## src/pkg/fss_defs.svh

```systemverilog
`ifndef FSS_DEFS_SVH
`define FSS_DEFS_SVH

`define FSS_ADDR_CTRL     8'h00
`define FSS_ADDR_ENTRY    8'h04
`define FSS_ADDR_CF       8'h08
`define FSS_ADDR_STEP     8'h0c
`define FSS_ADDR_WIDTH    8'h10
`define FSS_ADDR_DISPLAY  8'h14
`define FSS_ADDR_OUT      8'h18
`define FSS_ADDR_STATUS   8'h1c
`define FSS_ADDR_REMOTE   8'h20

`define FSS_CTRL_MODE_LSB 0
`define FSS_CTRL_MODE_MSB 1
`define FSS_CTRL_RATE_LSB 2
`define FSS_CTRL_RATE_MSB 3
`define FSS_CTRL_STBY     4
`define FSS_REM_OP_LSB    0
`define FSS_REM_OP_MSB    1
`define FSS_REM_EXT       2
`define FSS_REM_OP_OLD    2'h1
`define FSS_REM_OP_NEW    2'h2
`define FSS_REM_OP_CMD    2'h3
`define FSS_RATE_SLOW     2'h0
`define FSS_RATE_FAST     2'h2

`define FSS_KEY_CF        0
`define FSS_KEY_UP        1
`define FSS_KEY_DN        2
`define FSS_KEY_WIDTH     3
`define FSS_KEY_SHIFT     4
`define FSS_KEY_MODE      5
`define FSS_KEY_SINGLE    6
`define FSS_KEY_ERROR     7
`define FSS_KNOB_CW       8
`define FSS_KNOB_CCW      9
`define FSS_NKEY          10

`define FSS_CF_RESET      32'h000f4240
`define FSS_HZ_1          34'h000000001
`define FSS_HZ_1K         34'h0000003e8
`define FSS_HZ_1M         34'h0000f4240
`define FSS_HZ_1300M      34'h04d7c6d00
`define FSS_ERR_FIRST     8'h01
`define FSS_ERR_LAST      8'h05
`define FSS_ERR_SWEEP     8'h05

`define FSS_CLK_HZ        25000000
`define FSS_T_STEP_MS     1
`define FSS_T_SLOW_MS     50
`define FSS_T_SHOW_MS     500
`define FSS_T_FLASH_MS    200
`define FSS_N_FAST        100
`define FSS_N_SLOW        1000
`define FSS_MAN_DIV       1000

`endif

```

## src/pkg/fss_pkg.sv

```systemverilog
package fss_pkg;
	typedef enum logic [1:0] {SW_OFF, SW_AUTO, SW_SINGLE, SW_MANUAL} fss_sweep_e;
	typedef enum logic [1:0] {MAN_COARSE, MAN_MED, MAN_FINE, MAN_STEP} fss_man_e;
	typedef logic signed [33:0] fss_freq_t;
endpackage

```

## src/rtl/fss_ctrl.sv

```systemverilog
// Summary of operation
// - Step-up key adds stored increment to center.
// - Value then step key loads increment only.
// - Shift then step shows increment briefly.
// - Center above upper limit rejected, range flashes.
// - Over-limit step-up flashes range once, holds.
// - Below lower limit accepted, range lamp steady.
// - Range lamp lights when output (auto/single sweep: center) below limit.
// - At or above 1300 MHz keep 2 Hz.
// - Mode key cycles tuning settings, step included.
// - Coarse knob detent moves center 1 MHz.
// - Fine knob detent moves center 1 Hz.
// - Auto sweep below limit blinks once per sweep.
// - Sweep stays centered on a stepped center.
// - Manual sweep knob stays within sweep band.
// - Single key sweeps once, display shows center.
// - Latch error codes 01-05 for redisplay.
// - After reset or legacy select, legacy only.
// - After extended select, extended commands only.
// - Increment kept until overwritten, reset, standby.
// - Manual sweep knob increment is width/1000.
// - Fast 100x1 ms, medium 1000x1 ms, slow 1000x50 ms.
`timescale 1ns/10ps
`default_nettype none
`include "fss_defs.svh"

module fss_ctrl
	import fss_pkg::*;
#(
	parameter int P_STEP_CYC  = `FSS_CLK_HZ / 1000 * `FSS_T_STEP_MS,
	parameter int P_SLOW_CYC  = `FSS_CLK_HZ / 1000 * `FSS_T_SLOW_MS,
	parameter int P_SHOW_CYC  = `FSS_CLK_HZ / 1000 * `FSS_T_SHOW_MS,
	parameter int P_FLASH_CYC = `FSS_CLK_HZ / 1000 * `FSS_T_FLASH_MS
)
(
	input  wire logic                 I_REF_CLK,
	input  wire logic                 I_NRST,
	input  wire logic                 I_PSEL,
	input  wire logic                 I_PENABLE,
	input  wire logic                 I_PWRITE,
	input  wire logic [7:0]           I_PADDR,
	input  wire logic [31:0]          I_PWDATA,
	output logic      [31:0]          O_PRDATA,
	output logic                      O_PREADY,
	output logic                      O_PSLVERR,
	input  wire logic [7:0]           I_KEY,
	input  wire logic                 I_KNOB_CW,
	input  wire logic                 I_KNOB_CCW,
	input  wire logic [31:0]          I_LIMIT_HI,
	input  wire logic [31:0]          I_LIMIT_LO,
	input  wire logic [7:0]           I_SELFTEST_ERR,
	output logic                      O_RANGE,
	output logic                      O_SWEEP,
	output logic      [31:0]          O_OUT_FREQ,
	output logic      [31:0]          O_DISPLAY
);

	function automatic logic err_latchable(input logic [7:0] code);
		err_latchable = (code >= `FSS_ERR_FIRST) && (code <= `FSS_ERR_LAST);
	endfunction
	// The register keeps 1 Hz; what is shown and sent out drops to 2 Hz high up.
	function automatic fss_freq_t res_round(input fss_freq_t f);
		res_round = (f >= `FSS_HZ_1300M) ? (f & ~`FSS_HZ_1) : f;
	endfunction
	logic [`FSS_NKEY-1:0] key_s1;
	logic [`FSS_NKEY-1:0] key_s2;
	logic [`FSS_NKEY-1:0] key_s3;
	logic [`FSS_NKEY-1:0] key_lvl;
	logic [`FSS_NKEY-1:0] kev;
	logic [71:0]          cfg_s1;
	logic [71:0]          cfg_s2;
	logic [71:0]          cfg_s3;
	logic [71:0]          cfg;
	logic [31:0]          ctrl;
	logic [31:0]          entry;
	logic                 pending;
	logic [31:0]          cf;
	logic [31:0]          step;
	logic [31:0]          width;
	logic                 shift_arm;
	fss_man_e             man_set;
	fss_freq_t            man_off;
	logic                 sw_run;
	logic [9:0]           sw_idx;
	logic [20:0]          sw_dwell;
	logic [31:0]          sw_off;
	logic                 blinked;
	logic [23:0]          flash_cnt;
	logic [23:0]          show_cnt;
	logic [31:0]          show_val;
	logic [7:0]           err_code;
	logic                 fmt_ext;
	logic                 cmd_ok;
	// Pin inputs: three flops, a change counts once stages two and three agree.
	wire [`FSS_NKEY-1:0] key_raw = {I_KNOB_CCW, I_KNOB_CW, I_KEY};
	genvar g;
	generate
		for (g = 0; g < `FSS_NKEY; g++)
		begin : g_key
			always_ff @(posedge I_REF_CLK or negedge I_NRST)
			begin
				if (!I_NRST)
				begin
					key_s1[g]  <= 1'b0;
					key_s2[g]  <= 1'b0;
					key_s3[g]  <= 1'b0;
					key_lvl[g] <= 1'b0;
				end
				else
				begin
					key_s1[g] <= key_raw[g];
					key_s2[g] <= key_s1[g];
					key_s3[g] <= key_s2[g];
					if (key_s2[g] == key_s3[g])
						key_lvl[g] <= key_s3[g];
				end
			end
			assign kev[g] = (key_s2[g] == key_s3[g]) && key_s3[g] && !key_lvl[g];
		end
	endgenerate
	always_ff @(posedge I_REF_CLK or negedge I_NRST)
	begin
		if (!I_NRST)
		begin
			cfg_s1 <= 72'h0;
			cfg_s2 <= 72'h0;
			cfg_s3 <= 72'h0;
			cfg    <= 72'h0;
		end
		else
		begin
			cfg_s1 <= {I_SELFTEST_ERR, I_LIMIT_LO, I_LIMIT_HI};
			cfg_s2 <= cfg_s1;
			cfg_s3 <= cfg_s2;
			if (cfg_s2 == cfg_s3)
				cfg <= cfg_s3;
		end
	end
	wire fss_freq_t lim_hi = {2'b00, cfg[31:0]};
	wire fss_freq_t lim_lo = {2'b00, cfg[63:32]};
	wire [7:0]      st_err = cfg[71:64];
	// Register bus decode.
	wire acc_fire  = I_PSEL && I_PENABLE && O_PREADY;
	wire wr_fire   = acc_fire && I_PWRITE;
	wire wr_ctrl   = wr_fire && (I_PADDR == `FSS_ADDR_CTRL);
	wire wr_entry  = wr_fire && (I_PADDR == `FSS_ADDR_ENTRY);
	wire wr_remote = wr_fire && (I_PADDR == `FSS_ADDR_REMOTE);
	wire [1:0] rem_op = I_PWDATA[`FSS_REM_OP_MSB:`FSS_REM_OP_LSB];
	wire [31:0] status = {16'h0, err_code, 1'b0, cmd_ok, pending, fmt_ext,
		man_set, sw_run, O_RANGE};
	wire addr_ok = (I_PADDR <= `FSS_ADDR_REMOTE) && (I_PADDR[1:0] == 2'h0);
	wire [31:0] rd_val =
		(I_PADDR == `FSS_ADDR_CTRL)    ? ctrl :
		(I_PADDR == `FSS_ADDR_ENTRY)   ? entry :
		(I_PADDR == `FSS_ADDR_CF)      ? cf :
		(I_PADDR == `FSS_ADDR_STEP)    ? step :
		(I_PADDR == `FSS_ADDR_WIDTH)   ? width :
		(I_PADDR == `FSS_ADDR_DISPLAY) ? O_DISPLAY :
		(I_PADDR == `FSS_ADDR_OUT)     ? O_OUT_FREQ :
		(I_PADDR == `FSS_ADDR_STATUS)  ? status : 32'h0;
	wire fss_sweep_e mode = fss_sweep_e'(ctrl[`FSS_CTRL_MODE_MSB:`FSS_CTRL_MODE_LSB]);
	wire [1:0] rate = ctrl[`FSS_CTRL_RATE_MSB:`FSS_CTRL_RATE_LSB];
	wire standby = ctrl[`FSS_CTRL_STBY];
	// Panel event decode.
	wire step_key  = kev[`FSS_KEY_UP] || kev[`FSS_KEY_DN];
	wire show_step = step_key && shift_arm;
	wire load_step = step_key && !shift_arm && pending;
	wire do_step   = step_key && !shift_arm && !pending;
	wire load_cf   = kev[`FSS_KEY_CF] && pending;
	wire load_wid  = kev[`FSS_KEY_WIDTH] && pending;
	wire knob      = kev[`FSS_KNOB_CW] || kev[`FSS_KNOB_CCW];
	wire knob_man  = knob && (mode == SW_MANUAL);
	wire knob_cf   = knob && (mode != SW_MANUAL) && !step_key;
	wire show_err  = kev[`FSS_KEY_ERROR] && shift_arm;
	wire other_key = |(kev & ~(`FSS_NKEY'(1) << `FSS_KEY_SHIFT));
	wire fss_freq_t cf_w   = {2'b00, cf};
	wire fss_freq_t step_w = {2'b00, step};
	wire fss_freq_t half   = {3'b000, width[31:1]};
	wire fss_freq_t man_delta =
		(man_set == MAN_COARSE) ? `FSS_HZ_1M :
		(man_set == MAN_MED)    ? `FSS_HZ_1K :
		(man_set == MAN_FINE)   ? `FSS_HZ_1 : step_w;
	wire fss_freq_t delta = do_step ? step_w : man_delta;
	wire go_up = do_step ? kev[`FSS_KEY_UP] : kev[`FSS_KNOB_CW];
	wire fss_freq_t cand =
		load_cf ? {2'b00, entry} : (go_up ? cf_w + delta : cf_w - delta);
	wire freq_chg = load_cf || do_step || knob_cf;
	wire reject   = freq_chg && ((cand < 0) || (cand > lim_hi));
	wire fss_freq_t cf_rd  = res_round(cf_w);
	// Sweep arithmetic.
	wire [31:0] inc_fast = width / `FSS_N_FAST;
	wire [31:0] inc_slow = width / `FSS_N_SLOW;
	wire [31:0] man_inc  = width / `FSS_MAN_DIV;
	wire        fast     = (rate >= `FSS_RATE_FAST);
	wire [31:0] sw_inc   = fast ? inc_fast : inc_slow;
	wire [9:0]  sw_last  = fast ? 10'(`FSS_N_FAST - 1) : 10'(`FSS_N_SLOW - 1);
	wire [20:0] dwell_top = (rate == `FSS_RATE_SLOW) ? 21'(P_SLOW_CYC - 1)
		: 21'(P_STEP_CYC - 1);
	wire sw_mode  = (mode == SW_AUTO) || (mode == SW_SINGLE);
	wire sw_start = !sw_run && ((mode == SW_AUTO)
		|| ((mode == SW_SINGLE) && kev[`FSS_KEY_SINGLE]));
	wire sw_stepd = sw_run && (sw_dwell == dwell_top);
	wire sw_end   = sw_stepd && (sw_idx == sw_last);
	wire fss_freq_t man_up = man_off + {2'b00, man_inc};
	wire fss_freq_t man_dn = man_off - {2'b00, man_inc};
	wire fss_freq_t next_man = kev[`FSS_KNOB_CW] ? man_up : man_dn;
	wire man_ok = (next_man <= half) && (next_man >= -half);
	wire fss_freq_t out_raw =
		(sw_mode && sw_run)   ? cf_w - half + {2'b00, sw_off} :
		(mode == SW_MANUAL)   ? cf_w + man_off : cf_w;
	wire fss_freq_t out_c = (out_raw < 0) ? '0 : out_raw;
	wire fss_freq_t out_r = res_round(out_c);
	wire out_low  = out_c < lim_lo;
	wire cf_low   = cf_w < lim_lo;
	wire sw_bad   = (mode != SW_OFF) && ((cf_w < half) || (cf_w + half > lim_hi));
	wire blink    = sw_run && out_low && !blinked;
	wire [7:0] next_err = sw_bad ? `FSS_ERR_SWEEP
		: (err_latchable(st_err) ? st_err : err_code);
	wire next_range = (flash_cnt != 24'h0)
		|| (sw_mode ? cf_low : out_low);

	always_ff @(posedge I_REF_CLK or negedge I_NRST)
	begin
		if (!I_NRST)
		begin
			O_PREADY  <= 1'b0;
			O_PRDATA  <= 32'h0;
			O_PSLVERR <= 1'b0;
		end
		else
		begin
			O_PREADY <= I_PSEL && I_PENABLE && !O_PREADY;
			if (I_PSEL && I_PENABLE && !O_PREADY)
			begin
				O_PRDATA  <= I_PWRITE ? 32'h0 : rd_val;
				O_PSLVERR <= !addr_ok;
			end
		end
	end

	always_ff @(posedge I_REF_CLK or negedge I_NRST)
	begin
		if (!I_NRST)
		begin
			ctrl    <= 32'h0;
			entry   <= 32'h0;
			pending <= 1'b0;
			fmt_ext <= 1'b0;
			cmd_ok  <= 1'b1;
		end
		else
		begin
			if (wr_ctrl)
				ctrl <= I_PWDATA;
			if (wr_entry)
				entry <= I_PWDATA;
			pending <= wr_entry || (pending && !(load_cf || load_step || load_wid));
			if (wr_remote && (rem_op == `FSS_REM_OP_OLD))
				fmt_ext <= 1'b0;
			else if (wr_remote && (rem_op == `FSS_REM_OP_NEW))
				fmt_ext <= 1'b1;
			if (wr_remote && (rem_op == `FSS_REM_OP_CMD))
				cmd_ok <= (I_PWDATA[`FSS_REM_EXT] == fmt_ext);
		end
	end

	always_ff @(posedge I_REF_CLK or negedge I_NRST)
	begin
		if (!I_NRST)
		begin
			cf        <= `FSS_CF_RESET;
			step      <= 32'h0;
			width     <= 32'h0;
			shift_arm <= 1'b0;
			man_set   <= MAN_COARSE;
			err_code  <= 8'h0;
		end
		else
		begin
			if (freq_chg && !reject)
				cf <= cand[31:0];
			if (standby)
				step <= 32'h0;
			else if (load_step)
				step <= entry;
			if (load_wid)
				width <= entry;
			shift_arm <= kev[`FSS_KEY_SHIFT] || (shift_arm && !other_key);
			if (kev[`FSS_KEY_MODE])
				man_set <= fss_man_e'(man_set + 2'h1);
			err_code <= next_err;
		end
	end

	always_ff @(posedge I_REF_CLK or negedge I_NRST)
	begin
		if (!I_NRST)
		begin
			sw_run   <= 1'b0;
			sw_idx   <= 10'h0;
			sw_dwell <= 21'h0;
			sw_off   <= 32'h0;
			blinked  <= 1'b0;
			man_off  <= '0;
		end
		else
		begin
			if (!sw_mode || sw_start || (sw_end && mode == SW_SINGLE))
			begin
				sw_run   <= sw_start;
				sw_idx   <= 10'h0;
				sw_dwell <= 21'h0;
				sw_off   <= 32'h0;
			end
			else if (sw_end)
			begin
				sw_idx   <= 10'h0;
				sw_dwell <= 21'h0;
				sw_off   <= 32'h0;
			end
			else if (sw_stepd)
			begin
				sw_idx   <= sw_idx + 10'h1;
				sw_dwell <= 21'h0;
				sw_off   <= sw_off + sw_inc;
			end
			else if (sw_run)
				sw_dwell <= sw_dwell + 21'h1;
			blinked <= !(sw_start || sw_end) && (blinked || blink);
			if ((mode != SW_MANUAL) || load_wid)
				man_off <= '0;
			else if (knob_man && man_ok)
				man_off <= next_man;
		end
	end

	always_ff @(posedge I_REF_CLK or negedge I_NRST)
	begin
		if (!I_NRST)
		begin
			flash_cnt  <= 24'h0;
			show_cnt   <= 24'h0;
			show_val   <= 32'h0;
			O_RANGE    <= 1'b0;
			O_SWEEP    <= 1'b0;
			O_OUT_FREQ <= `FSS_CF_RESET;
			O_DISPLAY  <= `FSS_CF_RESET;
		end
		else
		begin
			if (reject || blink)
				flash_cnt <= 24'(P_FLASH_CYC);
			else if (flash_cnt != 24'h0)
				flash_cnt <= flash_cnt - 24'h1;
			if (show_step || show_err)
			begin
				show_cnt <= 24'(P_SHOW_CYC);
				show_val <= show_step ? step : {24'h0, err_code};
			end
			else if (show_cnt != 24'h0)
				show_cnt <= show_cnt - 24'h1;
			O_RANGE    <= next_range;
			O_SWEEP    <= mode != SW_OFF;
			O_OUT_FREQ <= out_r[31:0];
			O_DISPLAY  <= (show_cnt != 24'h0) ? show_val : cf_rd[31:0];
		end
	end
endmodule
`default_nettype wire

```

## config.mk

```make
export PLATFORM = sky130hd
export DESIGN_NAME = fss_ctrl
export DESIGN_NICKNAME = d
export VERILOG_FILES = /design/src/pkg/fss_pkg.sv /design/src/rtl/fss_ctrl.sv
export VERILOG_INCLUDE_DIRS = /design/src /design/src/pkg
export SDC_FILE = /design/constraint.sdc
export NUM_CORES = 2
export LEC_CHECK = 0
export ABC_AREA = 1
export ABC_CLOCK_PERIOD_IN_PS = 67600
export BUFFER_PORTS_ARGS = -buffer_cell sky130_fd_sc_hd__buf_2
export CORE_UTILIZATION = 34
export CTS_CLUSTER_SIZE = 25
export DETAILED_ROUTE_END_ITERATION = 8
export PLACE_DENSITY = 0.45
export SLEW_MARGIN = 20
export SYNTH_ARGS = -nofsm -noshare
export SYNTH_HDL_FRONTEND = slang
export SYNTH_SLANG_ARGS = --single-unit
```

## constraint.sdc

```tcl
create_clock -name I_REF_CLK -period 67.6 [get_ports I_REF_CLK]
set_input_delay 0 -clock I_REF_CLK [delete_from_list [all_inputs] [get_ports I_REF_CLK]]
set_output_delay 0 -clock I_REF_CLK [all_outputs]
set_load 0.01 [all_outputs]
```

# == After elaboration in Yosys (flattened, before gate mapping) ==
# Cells that the tools add are included.
# totals
out_inout_bits,100
reg_bits,781
# op_classes
addsub,15
eq_ne,31
mux,50
order_cmp,15
div_mod_pow,2
n_reduce_logical,116
# ops
operator,count
32-bit two-way mux,20
34-bit two-way mux,8
21-bit two-way mux,5
24-bit two-way mux,4
72-bit equality test,1
34-bit by 1-bit < comparator with 1-bit output (second input constant),2
1-bit logical AND,58
24-bit nonzero test,2
24-bit by 1-bit subtractor with 24-bit output (second input constant),2
10-bit two-way mux,4
32-bit by 34-bit adder with 34-bit output,1
33-bit by 33-bit adder with 34-bit output,1
34-bit by 32-bit adder with 34-bit output,1
34-bit by 31-bit >= comparator with 1-bit output (second input constant),1
34-bit >= comparator,1
34-bit by 33-bit greater-than comparator with 1-bit output,1
34-bit by 32-bit <= comparator with 1-bit output,1
34-bit by 33-bit < comparator with 1-bit output,1
31-bit negator with 34-bit output,1
34-bit by 32-bit subtractor with 34-bit output,1
32-bit by 31-bit adder with 33-bit output,1
32-bit by 32-bit adder with 33-bit output,1
33-bit by 32-bit greater-than comparator with 1-bit output,1
32-bit by 31-bit subtractor with 33-bit output,1
35 further kinds,109

# == Longest topological paths before layout ==
# logic_depth
ltp_word,15
ltp_mapped,254
mapped_depth_nobuf,244

# == Least setup slack after synthesis ==
# No wires, ideal clock.
# synth_timing
path_kind,register -> register
from,reg width[2]
to,reg man_off[1]
synth_period_minus_slack_ns,27.237
required_time_ns,67.535
setup_slack_ns,40.363
path_buffers,21
arrival_time_ns,27.172
path_stages_with_launch,222
setup_time_ns,0.065
cell_sequence,dfrtp_1 > clkinv_1 > ha_1 > nor2_2 > nand2_2 > nor2_4 > nand2_4 > xor2_1 > o21ai_2 > nand2_1 > nor2_2 > nand2_1 > nor4_2 > nand2_1 > a21oi_2 > nor2_2 > nand2_2 > nand3_4 > [... 186 more ...] > o21bai_1 > nand3_1 > o21ai_0 > xor2_1 > inv_1 > nand3_2 > nand2_1 > ha_1 > nand4_1 > a21oi_1 > a2111oi_0 > o211ai_1 > nand2_1 > clkinv_1 > nand2_8 > buf_12 > nand3_2 > nand2_1
# synth_via
elab_chain_cells,7
word_cells_on_any_way,12
# synth_lines
element,line,source
start: declaration,fss_ctrl.sv:79,logic [31:0] width;
start signal: assignment,fss_ctrl.sv:287,width <= entry;
32-bit by 10-bit divider with 32-bit output (no line),--,
34-bit by 32-bit subtractor with 34-bit output / 34-bit by 32-bit adder with 34-bit output (equally long branches),"fss_ctrl.sv:205, fss_ctrl.sv:204",
34-bit two-way mux,fss_ctrl.sv:206,wire fss_freq_t next_man = kev[`FSS_KNOB_CW] ? man_up : man_dn;
34-bit by 32-bit <= comparator with 1-bit output / 34-bit >= comparator (equally long branches),fss_ctrl.sv:207,wire man_ok = (next_man <= half) && (next_man >= -half);
1-bit logical AND,fss_ctrl.sv:207,
1-bit logical AND,fss_ctrl.sv:332,else if (knob_man && man_ok)
2-bit nonzero test (no line),--,
end signal: assignment,fss_ctrl.sv:333,man_off <= next_man;
end: declaration,fss_ctrl.sv:82,fss_freq_t man_off;
# Several ways; a longest one is shown, not always the timed one. The select of a mux whose other input is x is not followed.
# A chain may end at the register's enable or synchronous reset.

# == Final worst setup path ==
# layout_timing
from,reg width[16]
to,reg sw_off[30]
# layout_via
elab_chain_cells,6
word_cells_on_any_way,7
# layout_lines
element,line,source
32-bit by 10-bit divider with 32-bit output (no line) / 32-bit by 7-bit divider with 32-bit output (equally long branches),--,
32-bit two-way mux (*),fss_ctrl.sv:195,wire [31:0] sw_inc = fast ? inc_fast : inc_slow;
32-bit adder (*),fss_ctrl.sv:325,sw_off <= sw_off + sw_inc;
32-bit two-way mux (*),fss_ctrl.sv:321,else if (sw_stepd)
32-bit two-way mux (*),fss_ctrl.sv:315,else if (sw_end)
32-bit two-way mux (*),fss_ctrl.sv:308,if (!sw_mode || sw_start || (sw_end && mode == SW_SINGLE))
end signal: assignment,fss_ctrl.sv:325,
end: declaration,fss_ctrl.sv:86,logic [31:0] sw_off;
# Every way passes the cells marked *; elsewhere a longest branch is shown, timed or not. The select of a mux whose other input is x is not followed.

==> results.sh <==
export IMPL_hold_viol_final=0
export IMPL_synth_area_leaders="dfrtp_1, nand2_1, ha_1"
export IMPL_ys_types=107
export IMPL_synth_ff_type="dfrtp_1"
export IMPL_coreArea_um2=241000
export IMPL_post_route_min_period_ns=42.17
export IMPL_rows=180
export IMPL_drive_gt1_share_pct=17.5
export IMPL_arrival_ns=42.74
export IMPL_final_antenna_net_count=0
export IMPL_grt_max_degree=82
export IMPL_fmax_ghz=0.0237
export IMPL_synth_fp_nets=12269
export IMPL_syn_area_um2=82500
export IMPL_final_util_pct=37.7
export IMPL_ioPinCount=227
export IMPL_areaGrowthSynthToFinish_pct=10.1
export IMPL_num_vias=81491
export IMPL_layout_nets=12582
export IMPL_routedWlPerCell_um=23.7
export IMPL_cp_end_kind="flip-flop"
export IMPL_vias_per_cell=5.34
export IMPL_ctsHoldBuffers=209
export IMPL_drc=0
export IMPL_clk_pin_slew_worst_paths_ns=0.06
export IMPL_finalSetupViolCount=0
export IMPL_grt_antenna_before_repair=19
export IMPL_crit_top_cell="nand2_1"
export IMPL_rsz0062_at_grt="no"
export IMPL_drt_wl_total_um=362000
export IMPL_finalMaxSlewViolations=0
export IMPL_grtUsageMet1_pct=37.3
export IMPL_die_h_um=495
export IMPL_yosysTopAreaCell="dfrtp_1"
export IMPL_cts_max_path_buffers=3
export IMPL_die_area_um2=245000
export IMPL_cts_htree_levels=3
export IMPL_portBuffers=226
export IMPL_grt_use_met3_pct=3.49
export IMPL_grt_total_usage_pct=28.9
export IMPL_startpoint_type="flip-flop"
export IMPL_start_util_pct=34.3
export IMPL_root_buffer="clkbuf_16"
export IMPL_async_flop_share_pct=100
export IMPL_setup_tns_ns=0
export IMPL_clock_sinks=781
export IMPL_cts_tree="built"
export IMPL_finalCritPeriodShare_pct=62.4
export IMPL_grt_busiest_layer="met2"
export IMPL_dp_slack_ns=25.83
export IMPL_grt_met2_usage_pct=47.3
export IMPL_slew_headroom_pct=17.4
export IMPL_first_pass_iters=6
export IMPL_crit_slowest_cell="nand3_1"
export IMPL_ys_warnings_count=0
export IMPL_status="finished clean"
export IMPL_tightest_slew_ns=1.24
export IMPL_synth_top_area_share_pct=23.0
export IMPL_fin_ws_ns=25.43
export IMPL_post_cts_resized=0
export IMPL_path_max_fanout=26
export IMPL_clk_latency_ns=0.73
export IMPL_syn_inst=11670
export IMPL_place_gp_congestion=1.01
export IMPL_dieWidth_um=495
export IMPL_worst_path_dominant_cell_family="simple AND/OR/NAND/NOR gates"
export IMPL_yosysSeqAreaShare_pct=23.7
export IMPL_grt_ovfl_total=0
export IMPL_grt_pass1_wl_um=526000
export IMPL_drt_iter0_markers=6847
export IMPL_dpl_hpwl_um=285000
export IMPL_finalClockSkew_ns=0.0538
export IMPL_synth_edf_count=0
export IMPL_maxCapViolations=0
export IMPL_worstHoldPathType="in -> reg"
export IMPL_setup_worst_path_class="reg -> reg"
export IMPL_crit_buf_inv=20
export IMPL_cpPeakStageDelay_ns=0.78
export IMPL_avgSynthCellArea_um2=7.07
export IMPL_post_cts_buffers=0
export IMPL_crit_required_ns=68.17
export IMPL_cts_buffers=84
export IMPL_grt_pass1_vias=77825
export IMPL_ys_ff_latch=781
registers in the layout, indices dropped and copies added, names as in the netlist, 21 cells and up:
signal,cells
cfg,72
cfg_s1,72
cfg_s2,72
cfg_s3,72
man_off,34
O_DISPLAY,32
O_OUT_FREQ,32
O_PRDATA,32
cf,32
ctrl,32
entry,32
show_val,32
step,32
sw_off,32
width,32
flash_cnt,24
show_cnt,24
sw_dwell,21
cell usage in the layout (no fill, tap or decap), types with 139 or more instances in the layout:
| cell | instances |
|---|---|
| nand2_2 | 466 |
| xor2_1 | 431 |
| nor2_2 | 164 |
| a21oi_1 | 611 |
| nand2_1 | 2558 |
| nand2_4 | 255 |
| nor3_1 | 145 |
| o21ai_0 | 559 |
| nand3_1 | 858 |
| buf_4 | 146 |
| nand3_2 | 158 |
| buf_2 | 225 |
| xnor2_1 | 139 |
| ha_1 | 464 |
| dlygate4sd3_1 | 208 |
| nor2_1 | 1009 |
| nand4_1 | 375 |
| inv_1 | 1270 |
| dfrtp_1 | 753 |
area by class of cell:
type                    count  area (µm²)
fillers                 25811      150000
inverters                1458        5690
well taps                3185        3990
diodes                      8        20.0
multi-input cells        9075       54200
repair buffers            583        4370
clock inverters            44         632
flip-flops and latches    781       19600
clock buffers             114        2390
synth_stat cells (all sizes together), types with 140 or more instances:
library cell	n
nor3	163
buf	143
nor2	1267
dfrtp	759
nand4	396
xor2	454
inv	1412
a21oi	636
o21ai	670
ha	464
clkbuf	210
nand2	3289
xnor2	140
nand3	1043
per-stage QoR:
step	instances	area, µm²	hold slack [ns]
final	15248	90900	0.0587
after global routing	15241	90800	0.0486
after CTS	15240	90800	0.0162
after detailed placement	14873	85700	0.109
after global placement	14873	85700	0.108
after floorplan	11670	82500	-0.296
final timing paths:
path,startpoint,end,slack [ns],cells after the start
worst min-delay path,I_PSEL,entry[3]$_DFFE_PN0P_,0.06,5
worst min register to register,cfg_s1[20]$_DFF_PN0_,cfg_s2[20]$_DFF_PN0_,0.34,0
max in group asynchronous,I_NRST,cfg_s2[7]$_DFF_PN0_,63.52,7
worst max-delay path,width[16]$_DFFE_PN0P_,sw_off[30]$_DFFE_PN0P_,25.43,192
worst max register to register,width[16]$_DFFE_PN0P_,sw_off[30]$_DFFE_PN0P_,25.43,192
min in group asynchronous,I_NRST,step[17]$_DFFE_PN0P_,0.38,3
worst register-to-register path, delay by kind of cell, from the launching register on:
kind,cells,cell delay [ns]
DFF,1,0.37
AOI/OAI and AO/OA,20,5.13
and+or+nand+nor,150,32.99
buffers and inverters,20,2.91
adders and majority gates,2,0.60
per-layer routing:
metal	wire length [µm]	vias up
li1	-	38954
met5	21	-
met2	165000	2777
met3	21500	583
met4	19800	4
met1	155000	39173
logic make-up (layout without fill, tap and decap cells):
| kind of cell | after synthesis | in the layout | synth area share (%) |
|---|---|---|---|
| fa+ha+maj | 472 | 472 | 7.23 |
| simple gates | 6324 | 6324 | 39.5 |
| compound gates | 1672 | 1672 | 12.0 |
| buf+inv | 1814 | 2199 | 10.8 |
| xor+xnor | 594 | 594 | 6.58 |
| flops | 781 | 781 | 23.7 |
| mux | 13 | 13 | 0.177 |
| other cells | 0 | 8 | 0 |
Power is not shown: default switching activity piles up to over one toggle a cycle in this logic, so the estimate is an artifact.
